**src/design/ahem_defs.svh**
```systemverilog
`ifndef AHEM_DEFS_SVH
`define AHEM_DEFS_SVH
// Host side offsets
`define AHEM_H_DATA0 3'h0
`define AHEM_H_DATA3 3'h3
`define AHEM_H_CMD_STAT 3'h4
`define AHEM_H_BCTRL 3'h5
// Controller side offsets
`define AHEM_C_H2C0 4'h8
`define AHEM_C_H2C3 4'hb
`define AHEM_C_C2H0 4'h0
`define AHEM_C_C2H3 4'h3
`define AHEM_C_STATUS 4'h4
`define AHEM_C_BCTRL 4'h5
// Status bit positions and the firmware-owned bits
`define AHEM_ST_OBF_BIT 0
`define AHEM_ST_IBF_BIT 1
`define AHEM_ST_CMD_BIT 3
`define AHEM_ST_SOFT_MASK 8'hf4
`define AHEM_BCTRL_MODE_BIT 0
`define AHEM_BYTE_RST 8'h00
`define AHEM_FIFO_DEPTH 16
`endif

```
**src/design/ahem_pkg.sv**
```systemverilog
package ahem_pkg;
  // Host-side access: write/read strobes, byte offset, write data
  typedef struct packed {
    logic wr;
    logic rd;
    logic [2:0] addr;
    logic [7:0] wdata;
  } ahem_host_req_s;
  // Controller-side access
  typedef struct packed {
    logic wr;
    logic rd;
    logic [3:0] addr;
    logic [7:0] wdata;
  } ahem_ctrl_req_s;
  // Read answer
  typedef struct packed {
    logic valid;
    logic [7:0] data;
  } ahem_rsp_s;
  // Queued host write
  typedef struct packed {
    logic is_cmd;
    logic [1:0] idx;
    logic [7:0] data;
  } ahem_entry_s;
  typedef enum logic {AHEM_LEGACY, AHEM_FOUR_BYTE} ahem_mode_e;
endpackage

```
**src/design/ahem_top.sv**
```systemverilog
`timescale 1ns/1ps
`default_nettype none
`include "ahem_defs.svh"

module ahem_fifo #(
  parameter int WIDTH = 11,
  parameter int DEPTH = `AHEM_FIFO_DEPTH
) (
  // Clock and reset
  input wire logic clk_i,
  input wire logic resetn_i,
  // Fill side
  input wire logic in_valid_i,
  output logic in_ready_o,
  input wire logic [WIDTH-1:0] in_data_i,
  // Drain side
  output logic out_valid_o,
  input wire logic out_ready_i,
  output logic [WIDTH-1:0] out_data_o
);
  localparam int AW = $clog2(DEPTH);
  logic [WIDTH-1:0] mem [DEPTH];
  logic [AW-1:0] wp_q;
  logic [AW-1:0] rp_q;
  logic [AW:0] cnt_q;
  logic rdy_q;
  wire push = in_valid_i && in_ready_o;
  wire pop = out_valid_o && out_ready_i;
  wire [AW:0] cnt_d = cnt_q + (AW+1)'(push) - (AW+1)'(pop);
  // Ready is registered from the next count, so the port comes from a flop
  assign in_ready_o = rdy_q;
  assign out_valid_o = (cnt_q != '0);
  assign out_data_o = mem[rp_q];

  always_ff @(posedge clk_i) begin
    if (push) begin
      mem[wp_q] <= in_data_i;
    end
  end

  always_ff @(posedge clk_i or negedge resetn_i) begin
    if (!resetn_i) begin
      wp_q <= '0;
      rp_q <= '0;
      cnt_q <= '0;
      rdy_q <= 1'b1;
    end else begin
      wp_q <= push ? wp_q + 1'b1 : wp_q;
      rp_q <= pop ? rp_q + 1'b1 : rp_q;
      cnt_q <= cnt_d;
      rdy_q <= (cnt_d != (AW+1)'(DEPTH));
    end
  end

  a_fifo_no_overrun: assert property (@(posedge clk_i) disable iff (!resetn_i)
    cnt_q <= (AW+1)'(DEPTH)) else $error("fifo count beyond depth");
  a_fifo_ready_full: assert property (@(posedge clk_i) disable iff (!resetn_i)
    in_ready_o == (cnt_q != (AW+1)'(DEPTH))) else $error("fifo ready disagrees with count");
endmodule

////////////////////////////////////////////////////////////////////////////////

module ahem_chan
  import ahem_pkg::*;
(
  // Clock and reset
  input wire logic clk_i,
  input wire logic resetn_i,
  // Host side
  input wire ahem_host_req_s host_i,
  output logic host_wr_ready_o,
  output ahem_rsp_s host_rsp_o,
  output logic host_output_empty_irq_o,
  // Controller side
  input wire ahem_ctrl_req_s ctrl_i,
  output ahem_rsp_s ctrl_rsp_o,
  output logic input_full_irq_o,
  output logic output_drained_irq_o,
  output logic combined_irq_o,
  // Status
  output logic idle_o
);
  ahem_mode_e mode_q;
  logic input_buffer_full_q;
  logic output_buffer_full_q;
  logic cmd_flag_q;
  logic [7:0] soft_q;
  logic [7:0] h2c_q [4];
  logic [7:0] c2h_q [4];
  ahem_rsp_s host_rsp_q;
  ahem_rsp_s ctrl_rsp_q;
  logic in_full_irq_q;
  logic drained_irq_q;
  logic host_irq_q;
  logic comb_irq_q;
  logic idle_q;

  //////////////////////////////////////////////////////////////////////////////
  // Host writes queue here; a held byte 0 stalls the queue instead of
  // being overwritten, so the host sees back-pressure, not lost data.
  wire four = (mode_q == AHEM_FOUR_BYTE);
  wire h_is_cmd = (host_i.addr == `AHEM_H_CMD_STAT);
  wire h_is_data = (host_i.addr <= `AHEM_H_DATA3);
  wire h_data_ok = h_is_data && (four || host_i.addr == `AHEM_H_DATA0);
  wire q_ready;
  wire q_valid;
  ahem_entry_s q_in;
  ahem_entry_s q_out;
  assign q_in.is_cmd = h_is_cmd;
  assign q_in.idx = h_is_cmd ? 2'h0 : host_i.addr[1:0];
  assign q_in.data = host_i.wdata;
  wire q_push = host_i.wr && (h_is_cmd || h_data_ok);
  wire q_byte0 = (q_out.idx == 2'h0);
  wire q_pop = q_valid && !(input_buffer_full_q && q_byte0);

  ahem_fifo #(.WIDTH($bits(ahem_entry_s)), .DEPTH(`AHEM_FIFO_DEPTH)) u_fifo (
    .clk_i(clk_i),
    .resetn_i(resetn_i),
    .in_valid_i(q_push),
    .in_ready_o(q_ready),
    .in_data_i(q_in),
    .out_valid_o(q_valid),
    .out_ready_i(q_pop),
    .out_data_o(q_out)
  );

  //////////////////////////////////////////////////////////////////////////////
  // Flag updates: a set in the same cycle as a clear wins
  wire ibf_set = q_pop && q_byte0;
  wire ibf_clr = ctrl_i.rd && (ctrl_i.addr == `AHEM_C_H2C0);
  wire ibf_d = ibf_set || (input_buffer_full_q && !ibf_clr);
  wire obf_set = ctrl_i.wr && (ctrl_i.addr == `AHEM_C_C2H0);
  wire obf_clr = host_i.rd && (host_i.addr == `AHEM_H_DATA0);
  wire obf_d = obf_set || (output_buffer_full_q && !obf_clr);
  wire ibf_rise = ibf_d && !input_buffer_full_q;
  wire obf_fall = output_buffer_full_q && !obf_d;
  wire c_st_wr = ctrl_i.wr && (ctrl_i.addr == `AHEM_C_STATUS);
  wire c_mode_wr = ctrl_i.wr && (ctrl_i.addr == `AHEM_C_BCTRL);
  wire c_c2h_wr = ctrl_i.wr && (ctrl_i.addr <= `AHEM_C_C2H3);
  wire any_acc = host_i.wr || host_i.rd || ctrl_i.wr || ctrl_i.rd;

  // Event bits live in the status byte; ibf_rise and obf_fall also drive the interrupts
  wire [7:0] status = (soft_q & `AHEM_ST_SOFT_MASK)
    | (8'h01 << `AHEM_ST_OBF_BIT) & {8{output_buffer_full_q}}
    | (8'h01 << `AHEM_ST_IBF_BIT) & {8{input_buffer_full_q}}
    | (8'h01 << `AHEM_ST_CMD_BIT) & {8{cmd_flag_q}};
  wire [7:0] bctrl = {7'h00, four};

  //////////////////////////////////////////////////////////////////////////////
  // Read data selection; upper bytes read zero on the host side in legacy mode
  wire [7:0] h_data_rd = (four || host_i.addr == `AHEM_H_DATA0) ?
    c2h_q[host_i.addr[1:0]] : `AHEM_BYTE_RST;
  wire [7:0] h_rdata = h_is_data ? h_data_rd :
    h_is_cmd ? status :
    (host_i.addr == `AHEM_H_BCTRL) ? bctrl : 8'h00;
  wire c_h2c = (ctrl_i.addr >= `AHEM_C_H2C0) && (ctrl_i.addr <= `AHEM_C_H2C3);
  wire [7:0] c_rdata = c_h2c ? h2c_q[ctrl_i.addr[1:0]] :
    (ctrl_i.addr <= `AHEM_C_C2H3) ? c2h_q[ctrl_i.addr[1:0]] :
    (ctrl_i.addr == `AHEM_C_STATUS) ? status :
    (ctrl_i.addr == `AHEM_C_BCTRL) ? bctrl : 8'h00;

  //////////////////////////////////////////////////////////////////////////////
  // Per-byte data registers
  for (genvar b = 0; b < 4; b++) begin : g_byte
    always_ff @(posedge clk_i or negedge resetn_i) begin
      if (!resetn_i) begin
        h2c_q[b] <= `AHEM_BYTE_RST;
        c2h_q[b] <= `AHEM_BYTE_RST;
      end else begin
        if (q_pop && q_out.idx == 2'(b)) begin
          h2c_q[b] <= q_out.data;
        end
        if (c_c2h_wr && ctrl_i.addr[1:0] == 2'(b)) begin
          c2h_q[b] <= ctrl_i.wdata;
        end
      end
    end
  end

  always_ff @(posedge clk_i or negedge resetn_i) begin
    if (!resetn_i) begin
      mode_q <= AHEM_LEGACY;
      input_buffer_full_q <= 1'b0;
      output_buffer_full_q <= 1'b0;
      cmd_flag_q <= 1'b0;
      soft_q <= 8'h00;
    end else begin
      mode_q <= c_mode_wr ? ahem_mode_e'(ctrl_i.wdata[`AHEM_BCTRL_MODE_BIT]) : mode_q;
      input_buffer_full_q <= ibf_d;
      output_buffer_full_q <= obf_d;
      cmd_flag_q <= ibf_set ? q_out.is_cmd : cmd_flag_q;
      soft_q <= c_st_wr ? (ctrl_i.wdata & `AHEM_ST_SOFT_MASK) : soft_q;
    end
  end

  always_ff @(posedge clk_i or negedge resetn_i) begin
    if (!resetn_i) begin
      host_rsp_q <= '0;
      ctrl_rsp_q <= '0;
      in_full_irq_q <= 1'b0;
      drained_irq_q <= 1'b0;
      host_irq_q <= 1'b0;
      comb_irq_q <= 1'b0;
      idle_q <= 1'b1;
    end else begin
      host_rsp_q <= '{valid: host_i.rd, data: host_i.rd ? h_rdata : 8'h00};
      ctrl_rsp_q <= '{valid: ctrl_i.rd, data: ctrl_i.rd ? c_rdata : 8'h00};
      in_full_irq_q <= ibf_rise;
      drained_irq_q <= obf_fall;
      host_irq_q <= obf_fall;
      comb_irq_q <= ibf_rise || obf_fall;
      idle_q <= !any_acc;
    end
  end

  assign host_wr_ready_o = q_ready;
  assign host_rsp_o = host_rsp_q;
  assign ctrl_rsp_o = ctrl_rsp_q;
  assign input_full_irq_o = in_full_irq_q;
  assign output_drained_irq_o = drained_irq_q;
  assign host_output_empty_irq_o = host_irq_q;
  assign combined_irq_o = comb_irq_q;
  assign idle_o = idle_q;

  //////////////////////////////////////////////////////////////////////////////
  a_in_full_irq: assert property (@(posedge clk_i) disable iff (!resetn_i)
    $rose(input_buffer_full_q) |-> in_full_irq_q && comb_irq_q)
    else $error("input-full interrupt missing");
  a_drained_irq: assert property (@(posedge clk_i) disable iff (!resetn_i)
    $fell(output_buffer_full_q) |-> drained_irq_q && host_irq_q)
    else $error("output-drained interrupt missing");
  a_host_empty_irq: assert property (@(posedge clk_i) disable iff (!resetn_i)
    host_irq_q |-> !output_buffer_full_q && $past(output_buffer_full_q))
    else $error("host empty interrupt without clear");
  a_combined_or: assert property (@(posedge clk_i) disable iff (!resetn_i)
    comb_irq_q == (in_full_irq_q || drained_irq_q))
    else $error("combined interrupt not the OR");
  a_cmd_flag_tracks: assert property (@(posedge clk_i) disable iff (!resetn_i)
    ibf_set |=> input_buffer_full_q && cmd_flag_q == $past(q_out.is_cmd))
    else $error("command flag wrong after host write");
  a_ibf_clear_read: assert property (@(posedge clk_i) disable iff (!resetn_i)
    ibf_clr && !ibf_set |=> !input_buffer_full_q)
    else $error("input-buffer-full not cleared by read");
  a_obf_set_write: assert property (@(posedge clk_i) disable iff (!resetn_i)
    obf_set |=> output_buffer_full_q ##0 status[`AHEM_ST_OBF_BIT])
    else $error("output-buffer-full not set by write");
  a_byte0_held: assert property (@(posedge clk_i) disable iff (!resetn_i)
    input_buffer_full_q && !ibf_clr |=> $stable(h2c_q[0]))
    else $error("held byte 0 overwritten");
  a_legacy_upper: assert property (@(posedge clk_i) disable iff (!resetn_i)
    host_i.rd && !four && host_i.addr == `AHEM_H_DATA3 |=> host_rsp_o.valid
    && host_rsp_o.data == 8'h00) else $error("upper byte visible in legacy mode");
  a_idle_resume: assert property (@(posedge clk_i) disable iff (!resetn_i)
    any_acc |=> !idle_o) else $error("idle during access");
  a_obf_clear_read: assert property (@(posedge clk_i) disable iff (!resetn_i)
    obf_clr && !obf_set |=> !output_buffer_full_q)
    else $error("output-buffer-full not cleared by host read");
  a_mode_write: assert property (@(posedge clk_i) disable iff (!resetn_i)
    c_mode_wr |=> four == $past(ctrl_i.wdata[`AHEM_BCTRL_MODE_BIT]))
    else $error("mode bit not taken from byte control write");
  a_cmd_data_clear: assert property (@(posedge clk_i) disable iff (!resetn_i)
    ibf_set && !q_out.is_cmd |=> !cmd_flag_q)
    else $error("command flag left set after data write");
endmodule

////////////////////////////////////////////////////////////////////////////////

module ahem_top
  import ahem_pkg::*;
(
  // Clock and system reset
  input wire logic clk_i,
  input wire logic resetn_i,
  // Host side port, one per instance, reached by the eSPI host
  input wire ahem_host_req_s [1:0] host_side_port_i,
  output logic [1:0] host_wr_ready_o,
  output ahem_rsp_s [1:0] host_rsp_o,
  output logic [1:0] host_output_empty_irq_o,
  // Controller side port, one per instance, the firmware register path
  input wire ahem_ctrl_req_s [1:0] controller_side_port_i,
  output ahem_rsp_s [1:0] ctrl_rsp_o,
  output logic [1:0] input_full_irq_o,
  output logic [1:0] output_drained_irq_o,
  output logic [1:0] combined_irq_o,
  // Status
  output logic [1:0] idle_o
);
  // No pins of its own; both sides are internal register paths
  // Two independent mailboxes, nothing shared but clock and reset
  for (genvar i = 0; i < 2; i++) begin : g_inst
    ahem_chan u_chan (
      .clk_i(clk_i),
      .resetn_i(resetn_i),
      .host_i(host_side_port_i[i]),
      .host_wr_ready_o(host_wr_ready_o[i]),
      .host_rsp_o(host_rsp_o[i]),
      .host_output_empty_irq_o(host_output_empty_irq_o[i]),
      .ctrl_i(controller_side_port_i[i]),
      .ctrl_rsp_o(ctrl_rsp_o[i]),
      .input_full_irq_o(input_full_irq_o[i]),
      .output_drained_irq_o(output_drained_irq_o[i]),
      .combined_irq_o(combined_irq_o[i]),
      .idle_o(idle_o[i])
    );
  end
endmodule

`default_nettype wire

```
**config.mk**
```make
export PLATFORM = sky130hd
export DESIGN_NAME = ahem_top
export DESIGN_NICKNAME = d
export VERILOG_FILES = /design/src/design/ahem_pkg.sv /design/src/design/ahem_top.sv
export VERILOG_INCLUDE_DIRS = /design/src /design/src/design
export SDC_FILE = /design/constraint.sdc
export NUM_CORES = 1
export LEC_CHECK = 0
export BUFFER_PORTS_ARGS = -buffer_cell sky130_fd_sc_hd__buf_2
export CORE_MARGIN = 8
export CORE_UTILIZATION = 50
export DETAILED_ROUTE_END_ITERATION = 7
export GPL_ROUTABILITY_DRIVEN = 0
export PLACE_DENSITY_LB_ADDON = 0.2
export SYNTH_ARGS = -nofsm -noshare
export SYNTH_HDL_FRONTEND = slang
export SYNTH_SLANG_ARGS = --single-unit
```
**constraint.sdc**
```tcl
create_clock -name clk_i -period 5.6 [get_ports clk_i]
set_clock_uncertainty 0.2 [all_clocks]
set_input_delay 0.56 -clock clk_i [delete_from_list [all_inputs] [get_ports clk_i]]
set_output_delay 0.56 -clock clk_i [all_outputs]
set_load 0.05 [all_outputs]
```
==> impl_results.md, run 1 <==
- Worst path max stage delay: 0.97 ns
- Post-detailed-route count of antenna-violating nets: 0
- Yosys Warn Count: 0
- R2R Setup Slk: 1.36 ns
- Ratio of cells with drive above 1 in the final layout: 0.362
- FF+latch count, synth: 570
- Most frequent cells in the layout: 352 x edfxtp_1, 211 x dfrtp_1, 143 x mux4_2, 138 x mux2_2, 102 x buf_2
- Reg2reg end: g_inst[0].u_chan.u_fifo.in_ready_o
- Clock power share: 0.276
- First-pass DRT Iterations: 5
- Pre-CTS WS: between 1 and 1.5 ns
- Crit path to: g_inst[0].u_chan.u_fifo.in_ready_o
- Pwr Density: between 400 and 500 nW/um2
- CTS sink count: 570
- Vias per cell: 5.71
- WL final: 49300 um
- Iter 0 DRT Violations: between 900 and 1000
- Crit path DAT: 4.57 ns
- Clk_lat worst skew: 0.62 ns
- Vias in the first global route: about 13000
- Hold buffer count at CTS: 12
- Slowest CP cell: dfrtp_1
- Die area: 54900 um2
- Leakage: ~10 nW
- Routed vias: 12012
- Power Internal: 9.35 mW
- Flop pwr share: 0.424
- Critical path cell sequence: nor2b_1, a2111oi_0, o32ai_2, o31ai_1, inv_1, ha_1, inv_1, ha_1, inv_1, fa_1, inv_1, a21oi_1, o21bai_1, xnor2_1, nand3b_1
- # H-tree levels: 2
- Nets@finish: between 1500 and 2000
- CTS resizes: 0
- Worst Tran Pin Value: 1.26 ns
- Most common cell after layout, fill and taps aside: edfxtp_1
- F_max: 236 MHz
- Critical Path End Type: flop
- I/O pins: 104
- Prevailing post-synth register cell: edfxtp_1
- Gr usage total: 0.185
- TritonCTS buffer count: 58
- Worst hold path depth: 2
- Final Hold Fails: 0
- Hpwl dp: between 30000 and 40000 um
- Routed WL per cell: ~23 um
- Final worst path period need: between 4 and 5 ns
- Chip width: 234 um
- Max VDD drop: 0.268 mV
- Buffers on Ports: between 100 and 150
- Core region area: 47300 um2
- CP max FO: 18
- FP Rows: 80
- Total power: 13.4 mW
- CTS clk-pin slew, worst paths: 0.06 ns
- Avg Cell Area, Syn: 18.2 um2
- Worst setup margin: 1.36 ns
- CTS tree: built
- Asr flop ratio synth: 0.382
- # DRC: 0
- Crit path from: g_inst[0].u_chan.u_fifo.rp_q[2]
- Max_slew headroom: 0.157
- Sw Pwr: 4.05 mW
- Post-Syn Nets: between 1000 and 1500
- Global route overflow: 0
- Max clock buf depth: 3
- CTS root buf: clkbuf_16
- First-pass GRT wire length: 77000 um
- Tcrit/Tclk final: 0.757
- Die Y: 234 um
- RSZ-0062 raised after global routing: no
- Initial Utilization: 0.503
- Largest net degree at the start of global routing: 127
- Type of the tightest min-delay check: input port to flop
- CP Class: flop to flop
- # Post-CTS Setup Buffers: 0
- Max Cap Violations: 0
- Initial antenna violation count: 1
- Post-synthesis sequential area ratio: 0.673
- Final setup vio count: 0
- CP most frequent cell: inv_1
- Worst Path Required: 5.93 ns
- FF-to-FF path depth: 15
- Final TNS setup: 0 ns
- CP Launch Type: flop
- Worst flop-to-flop path startpoint: g_inst[0].u_chan.u_fifo.rp_q[2]
- Logic pwr share: 0.300
- Post-Syn Area: 23800 um2
- Area grow syn2layout: 13.4%
- Switch share: 0.302
- Status: completed
- Post-synth EDFFs: 352
- Mapped Cells: 1309
- Final Slew Violations: 0
- Count of cell types in the netlist: 55
sequential cells by signal, summed over array words and instances, names as in the netlist:
name,flops
g_inst.u_chan.host_rsp_o,18
g_inst.u_chan.four,2
g_inst.u_chan.host_output_empty_irq_o,2
g_inst.u_chan.u_fifo.mem,352
g_inst.u_chan.u_fifo.rp_q,8
g_inst.u_chan.u_fifo.cnt_q,10
g_inst.u_chan.idle_o,2
g_inst.u_chan.u_fifo.wp_q,8
g_inst.u_chan.input_full_irq_o,2
g_inst.u_chan.c2h_q,64
g_inst.u_chan.h2c_q,64
g_inst.u_chan.soft_q,10
g_inst.u_chan.cmd_flag_q,2
g_inst.u_chan.input_buffer_full_q,2
g_inst.u_chan.ctrl_rsp_o,18
g_inst.u_chan.combined_irq_o,2
g_inst.u_chan.output_buffer_full_q,2
g_inst.u_chan.u_fifo.in_ready_o,2
per-layer routing:
| metal | vias to the layer above | wire length, um | track usage |
|---|---|---|---|
| met4 | 2 | 1200 | 0.0598 |
| li1 | 5344 | - | - |
| met3 | 88 | 2470 | 0.0289 |
| met2 | 279 | 24200 | 0.301 |
| met5 | - | 13 | 0 |
| met1 | 6299 | 21400 | 0.256 |
final cells by class:
class	instances	area, um2
fillers	3558	20300
multi-input cells	621	7320
flip-flops and latches	570	16000
diodes	1	2.50
inverters	40	150
clock buffers	81	1590
clock inverters	28	248
repair buffers	146	891
well taps	615	769
per-stage QoR:
step                      cell area (um2)  utilization  hold slack [ns]  cells
after floorplan                     23800            -           0.0644   1309
after global placement              25000        0.529            0.266   1980
after detailed placement            25000        0.529            0.281   1980
after CTS                           27000        0.570          0.00484   2101
after global routing                27000        0.570           0.0274   2101
final                               27000        0.570           0.0430   2102
cell families after synthesis:
family,Yosys count,synth area share
adder cells (fa/ha/maj),24,0.0132
flip-flops,570,0.673
AO/OA/AOI/OAI,85,0.0235
XOR/XNOR,20,0.00735
AND/OR/NAND/NOR,180,0.0422
multiplexers,312,0.219
buffers and inverters,118,0.0221
synth_stat cells, drive strengths merged (10+ instances only):
cell type | n | area (um2)
a22oi | 16 | 120
xnor2 | 15 | 131
mux4 | 148 | 3350
o22ai | 15 | 93.8
nor2 | 38 | 143
a21oi | 24 | 120
mux2i | 17 | 174
inv | 40 | 150
edfxtp | 352 | 10600
nand2 | 28 | 105
and2 | 21 | 131
dfrtp | 214 | 5360
o21ai | 10 | 50.1
buf | 43 | 244
clkbuf | 35 | 131
nor2b | 40 | 250
ha | 22 | 275
mux2 | 147 | 1680
nor3 | 14 | 81.3
how the worst min path moves through the flow:
stage                                    start                         end  slack, ns
detailed placement  g_inst[0].u_chan.h2c_q[30]  g_inst[0].u_chan.h2c_q[30]       0.28
global route        controller_side_port_i[19]   g_inst[1].u_chan.c2h_q[5]       0.03
floorplan                             resetn_i   g_inst[0].u_chan.c2h_q[0]       0.06
CTS                  controller_side_port_i[0]   g_inst[0].u_chan.c2h_q[0]      0.005
finish              controller_side_port_i[17]  g_inst[1].u_chan.c2h_q[11]       0.04
global placement    g_inst[0].u_chan.h2c_q[30]  g_inst[0].u_chan.h2c_q[30]       0.27
critical path: cells and delay by family, from the launching register on:
family,cells,cell delay (ns)
and+or+nand+nor,2,0.18
xor gates and xnor gates,1,0.16
adders and majority gates,3,0.85
DFF,1,0.97
buffers and inverters,4,0.29
AOI/OAI and AO/OA,5,1.49
power groups by stage:
stage / combinational, mW / sequential, mW / clock, mW
after global routing: 4.37 / 5.78 / 3.94
after detailed placement: 4.05 / 5.76 / 0
after global placement: 3.96 / 5.73 / 0
final: 4.01 / 5.68 / 3.70
after floorplan: 3.26 / 5.52 / 0
after CTS: 4.06 / 5.69 / 3.79
Power figures use the tool's default switching activity.
==> run 2: changes to the inputs <==
==> constraint.sdc (replaced) <==
create_clock -name clk_i -period 4.1 [get_ports clk_i]
set_clock_uncertainty 0.2 [all_clocks]
set_input_delay 0.41 -clock clk_i [delete_from_list [all_inputs] [get_ports clk_i]]
set_output_delay 0.41 -clock clk_i [all_outputs]
set_load 0.05 [all_outputs]
==> impl_results.md, run 2 (synthesis results as in run 1) <==
- FP Rows: 80 (unchanged)
- # DRC: 0 (unchanged)
- Pwr Density: 665 nW/um2 (+34%)
- Routed WL per cell: 22.8 um (-3.0%)
- Routed wl met3: 2270 um (-8.2%)
- RSZ-0062 raised after global routing: no
- TritonCTS buffer count: 59 (+1.7%)
- Top sig layer: met4
- Largest net degree at the start of global routing: 144 (+13%)
- Vias in the first global route: 13074 (+2.1%)
- Slowest CP cell: dfrtp_1
- Max clock buf depth: 3 (unchanged)
- Max FFs per register: 352 (unchanged)
- Final Slew Violations: 0 (unchanged)
- Global route overflow: 0 (unchanged)
- Largest regs: g_inst.u_chan.u_fifo.mem (352), g_inst.u_chan.c2h_q (64), g_inst.u_chan.h2c_q (64)
- Tcrit/Tclk final: 0.929 (+0.172)
- WL final: 49400 um (+0.12%)
- Top reg by flops: g_inst.u_chan.u_fifo.mem
- Post-detailed-route count of antenna-violating nets: 0 (unchanged)
- Ratio of cells with drive above 1 in the final layout: 0.363 (+0.000478)
- CP Class: flop to flop
- Critical Path End Type: flop
- Met2 Wirelength: 24200 um (-0.16%)
- Total power: 18.3 mW (+37%)
- CP delay by family, top: multiplexers
- Final setup vio count: 0 (unchanged)
- CP max FO: 15 (-3)
- First-pass DRT Iterations: 5 (unchanged)
- F_max: 262 MHz (+11%)
- Worst setup margin: 0.290 ns (-1.07 ns)
- Most common cell after layout, fill and taps aside: edfxtp_1
- Worst path max stage delay: 0.73 ns (-0.24 ns)
- Final TNS setup: 0 ns (unchanged)
- CTS tree: built
- Iter 0 DRT Violations: 841 (-11%)
- Util after Layout: 0.581 (+0.0108)
- Dpl cell area: 25300 um2 (+0.98%)
- Final non-filler cell total: 2169 (+3.2%)
- Leakage: 10.4 nW (+2.8%)
- CTS root buf: clkbuf_16
- Final Cell Area: 27500 um2 (+1.9%)
- Gr usage total: 0.185 (about the same)
- Chip width: 234 um (unchanged)
- Max VDD drop: 0.361 mV (+35%)
- Area grow syn2layout: 15.5%
- CTS sink count: 570 (unchanged)
- Worst Tran Pin Value: 1.08 ns (-0.183 ns)
- # H-tree levels: 2 (unchanged)
- Core region area: 47300 um2 (unchanged)
- Final Hold Fails: 0 (unchanged)
- Inst Count DP: 2017 (+1.9%)
- Buffers on Ports: 103 (unchanged)
- Buffers & Inverters on Critical Path: 2 (-2)
- Status: completed
- R2R Setup Slk: 0.29 ns (-1.07 ns)
- Vias per cell: 5.65 (-1.1%)
- Hpwl dp: 31300 um (+0.43%)
- Worst Path Required: 4.42 ns (-1.51 ns)
- Die Y: 234 um (unchanged)
- Worst hold slack: 0.0638 ns (+0.0208 ns)
- Critical path cell sequence: mux4_2, mux4_2, inv_1, a21oi_1, ha_1, inv_1, ha_1, fa_1, a21oi_1, nor2_1, nor2_1, xnor2_1, nand3b_1
- Most frequent cells in the layout: 352 x edfxtp_1, 211 x dfrtp_1, 143 x mux4_2, 138 x mux2_2, 102 x buf_2
- Initial antenna violation count: 0 (-1)
- Type of the tightest min-delay check: input port to flop
- Met1 wire length: 21900 um (+2.1%)
- Pre-CTS WS: 0.283 ns (-1.07 ns)
- Max Cap Violations: 0 (unchanged)
- Initial Utilization: 0.503 (unchanged)
- First-pass GRT wire length: 77400 um (+0.52%)
- Nets@finish: 1585 (+4.5%)
- Max_slew headroom: 0.283 (+0.125)
- Final worst path period need: 3.81 ns (-0.432 ns)
- Clk_lat worst skew: 0.61 ns (about the same)
- CP Launch Type: flop
- CTS clk-pin slew, worst paths: 0.06 ns (about the same)
- Die area: 54900 um2 (unchanged)
- Routed vias: 12261 (+2.1%)
- I/O pins: 104 (unchanged)
- Crit path DAT: 4.13 ns (-0.44 ns)
-- run 2: worst reg2reg max path, cell delays in order (launching register included) --
cell	delay, ns
dfrtp_1	0.73
mux4_2	0.40
mux4_2	0.58
inv_1	0.13
a21oi_1	0.14
ha_1	0.30
inv_1	0.04
ha_1	0.20
fa_1	0.43
a21oi_1	0.17
nor2_1	0.05
nor2_1	0.11
xnor2_1	0.15
nand3b_1	0.10
-- run 2: layer usage --
metal | track usage | vias to the layer above
met4 | 0.0562 | 0
li1 | - | 5476
met5 | 0 | -
met2 | 0.306 | 265
met3 | 0.0266 | 75
met1 | 0.254 | 6445
-- run 2: report_power, final --
| part | switching, mW | leakage, nW | internal (mW) |
|---|---|---|---|
| logic | 2.75 | 3.64 | 2.98 |
| registers | 0.617 | 5.84 | 7.00 |
| clock network | 2.12 | 0.877 | 2.83 |
-- run 2: final timing paths --
kind,start,to,cells after the start
worst max-delay path,g_inst[1].u_chan.u_fifo.rp_q[2],g_inst[1].u_chan.u_fifo.in_ready_o,13
worst min-delay path,host_side_port_i[10],g_inst[0].u_chan.output_buffer_full_q,3
worst max register to register,g_inst[1].u_chan.u_fifo.rp_q[2],g_inst[1].u_chan.u_fifo.in_ready_o,13
worst min register to register,g_inst[1].u_chan.h2c_q[15],g_inst[1].u_chan.h2c_q[15],1
max in group asynchronous,resetn_i,g_inst[1].u_chan.ctrl_rsp_o[5],3
min in group asynchronous,resetn_i,g_inst[0].u_chan.host_rsp_o[6],2
-- run 2: what timing repair did --
item / in CTS / in global routing
setup buffers: 0 / 0
hold buffers: 42 / 0
hold endpoints to repair: 509 / 0
resized for setup: 0 / 0
-- run 2: area by class of cell --
class	instances	area, um2
multi-input combinational	621	7300
antenna	1	2.50
tap	615	769
fill	3541	19800
clock buffer	90	1690
sequential	570	16000
inverter	40	150
timing repair buffer	213	1460
clock inverter	19	105
==> run 3: changes to the inputs <==
--- a/config.mk
+++ b/config.mk
@@ -8,7 +8,7 @@
 export LEC_CHECK = 0
 export BUFFER_PORTS_ARGS = -buffer_cell sky130_fd_sc_hd__buf_2
 export CORE_MARGIN = 8
-export CORE_UTILIZATION = 50
+export CORE_UTILIZATION = 30
 export DETAILED_ROUTE_END_ITERATION = 7
 export GPL_ROUTABILITY_DRIVEN = 0
 export PLACE_DENSITY_LB_ADDON = 0.2
==> impl_results.md, run 3 (synthesis results as in run 1) <==
- Vias per cell: 4.77 (-16%)
- Critical Path End Type: flop
- Top reg by flops: g_inst.u_chan.u_fifo.mem
- Global route overflow: 0 (unchanged)
- Worst setup margin: 0.324 ns (+0.0339 ns)
- # DRC: 0 (unchanged)
- Area grow syn2layout: 19.7%
- Final TNS setup: 0 ns (unchanged)
- CP Class: flop to flop
- WL final: 56300 um (+14%)
- Routed WL per cell: 21.5 um (-5.5%)
- Most frequent cells in the layout: 352 x edfxtp_1, 210 x dfrtp_1, 143 x mux4_2, 138 x mux2_2, 102 x buf_2
- Final Cell Area: 28500 um2 (+3.6%)
- Die Y: 298 um (+27%)
- Vias in the first global route: 13660 (+4.5%)
- Leakage: 10.6 nW (+2.0%)
- TritonCTS buffer count: 68 (+15%)
- CTS sink count: 570 (unchanged)
- Worst path max stage delay: 0.60 ns (-0.13 ns)
- Max Cap Violations: 0 (unchanged)
- Final worst path period need: 3.78 ns (-0.0339 ns)
- Slowest CP cell: mux4_1
- # H-tree levels: 3 (+1)
- Post-detailed-route count of antenna-violating nets: 0 (unchanged)
- Critical path cell sequence: mux4_1, mux4_2, inv_1, a21oi_1, ha_1, inv_1, ha_1, fa_1, a21oi_1, nor2_1, nor2_1, xnor2_1, nand3b_1
- CP Launch Type: flop
- Max FFs per register: 352 (unchanged)
- Sw Pwr: 5.94 mW (+8.1%)
- RSZ-0062 raised after global routing: no
- Met1 global-route usage: 0.169 (-0.0848)
- Routing usage on met2: 0.208 (-0.0984)
- # Post-CTS Setup Buffers: 0 (unchanged)
- Final Hold Fails: 0 (unchanged)
- Final setup vio count: 0 (unchanged)
- Largest regs: g_inst.u_chan.u_fifo.mem (352), g_inst.u_chan.c2h_q (64), g_inst.u_chan.h2c_q (64)
- CTS root buf: clkbuf_16
- Gr usage total: 0.126 (-0.0593)
- Core region area: 78700 um2 (+66%)
- Dpl cell area: 25800 um2 (+2.2%)
- Max VDD drop: 0.290 mV (-20%)
- Max clock buf depth: 3 (unchanged)
- CP max FO: 11 (-4)
- Crit path from: g_inst[1].u_chan.u_fifo.rp_q[0]
- Crit path DAT: 4.09 ns (-0.04 ns)
- Power Internal: 13.6 mW (+6.1%)
- Hold path start: host_side_port_i[15]
- Chip width: 298 um (+27%)
- Type of the tightest min-delay check: input port to flop
- Worst flop-to-flop path startpoint: g_inst[1].u_chan.u_fifo.rp_q[0]
- I/O pins: 104 (unchanged)
- Flop pwr share: 0.391 (-0.025)
- Final Slew Violations: 0 (unchanged)
- GRT met3 Usage: 0.0215 (-0.00515)
- F_max: 265 MHz (+0.90%)
- Pwr Density: 685 nW/um2 (+3.0%)
- Worst Tran Pin Value: 0.990 ns (-0.0863 ns)
- First-pass DRT Iterations: 5 (unchanged)
- Pre-CTS WS: 0.295 ns (+0.0117 ns)
- CTS clk-pin slew, worst paths: 0.06 ns (about the same)
- Die area: 88700 um2 (+62%)
- Max_slew headroom: 0.338 (+0.0551)
- Status: completed
- Most common cell after layout, fill and taps aside: edfxtp_1
- Hpwl dp: 36800 um (+18%)
- First-pass GRT wire length: 86200 um (+11%)
- Largest net degree at the start of global routing: 114 (-21%)
- Initial Utilization: 0.302 (-0.201)
- Ratio of cells with drive above 1 in the final layout: 0.371 (+0.00848)
- Clock power share: 0.306 (+0.036)
- CTS tree: built
- GRT busiest layer: met2
- Nets@finish: 1593 (+0.50%)
- FP Rows: 103 (+29%)
- Buffers & Inverters on Critical Path: 2 (unchanged)
- CP delay by family, top: multiplexers
- Initial antenna violation count: 1 (+1)
- Worst Path Required: 4.41 ns (about the same)
- Util after Layout: 0.362 (-0.219)
- Tcrit/Tclk final: 0.921 (-0.00828)
- Switch share: 0.304 (+0.00399)
- Iter 0 DRT Violations: 549 (-35%)
- Logic pwr share: 0.303 (-0.010)
- Routed vias: 12474 (+1.7%)
- Buffers on Ports: 103 (unchanged)
- Clk_lat worst skew: 0.61 ns (about the same)
==> run 3: cell types whose count changed in the layout (fill, tap and decap cells not counted), sizes merged <==
| cell | delta |
|---|---|
| clkinv | +8 |
| bufinv | +6 |
| clkbuf | -2 |
| clkinvlp | +2 |
| buf | -1 |
==> run 3: path summary, 6_finish.rpt <==
check                      slack [ns]                                 end  cells after the start
max reg2reg                      0.32  g_inst[1].u_chan.u_fifo.in_ready_o                     13
min in group asynchronous        0.25           g_inst[0].u_chan.h2c_q[7]                      2
max                              0.32  g_inst[1].u_chan.u_fifo.in_ready_o                     13
min reg2reg                      0.29          g_inst[1].u_chan.h2c_q[15]                      1
min                              0.05  g_inst[1].u_chan.u_fifo.mem[13][2]                      1
max in group asynchronous        2.47  g_inst[1].u_chan.u_fifo.in_ready_o                      3
==> run 3: layout make-up <==
class | instances | area (um2)
multi-input cells | 621 | 7300
clock inverters | 35 | 398
repair buffers | 212 | 1460
diodes | 1 | 2.50
clock buffers | 88 | 1850
flip-flops and latches | 570 | 16000
inverters | 40 | 150
fillers | 7335 | 50200
well taps | 1050 | 1310
==> run 3: what timing repair did <==
item	CTS	global route
endpoints found under the hold margin	423	0
resized for setup	0	0
hold buffers	42	0
==> run 3: power by group through the flow <==
| stage | clock network, mW | registers [mW] | logic (mW) |
|---|---|---|---|
| floorplan | 0 | 7.53 | 4.45 |
| global placement | 0 | 7.70 | 5.93 |
| detailed placement | 0 | 7.75 | 6.02 |
| CTS | 6.19 | 7.64 | 6.05 |
| global route | 6.40 | 7.75 | 6.44 |
| finish | 5.98 | 7.63 | 5.92 |
==> run 3: stage by stage <==
stage               power (mW)  instances  hold slack [ns]
global placement          13.6       2451            0.262
CTS                       19.9       2616          0.00546
detailed placement        13.8       2451            0.280
global route              20.6       2616           0.0385
floorplan                 12.0       1309          -0.0856
finish                    19.5       2617           0.0458
==> run 3: metal layers <==
| metal | up-vias | wire (um) |
|---|---|---|
| met3 | 85 | 2050 |
| met4 | 0 | 1220 |
| met5 | - | 0 |
| li1 | 5512 | - |
| met1 | 6655 | 25600 |
| met2 | 222 | 27400 |
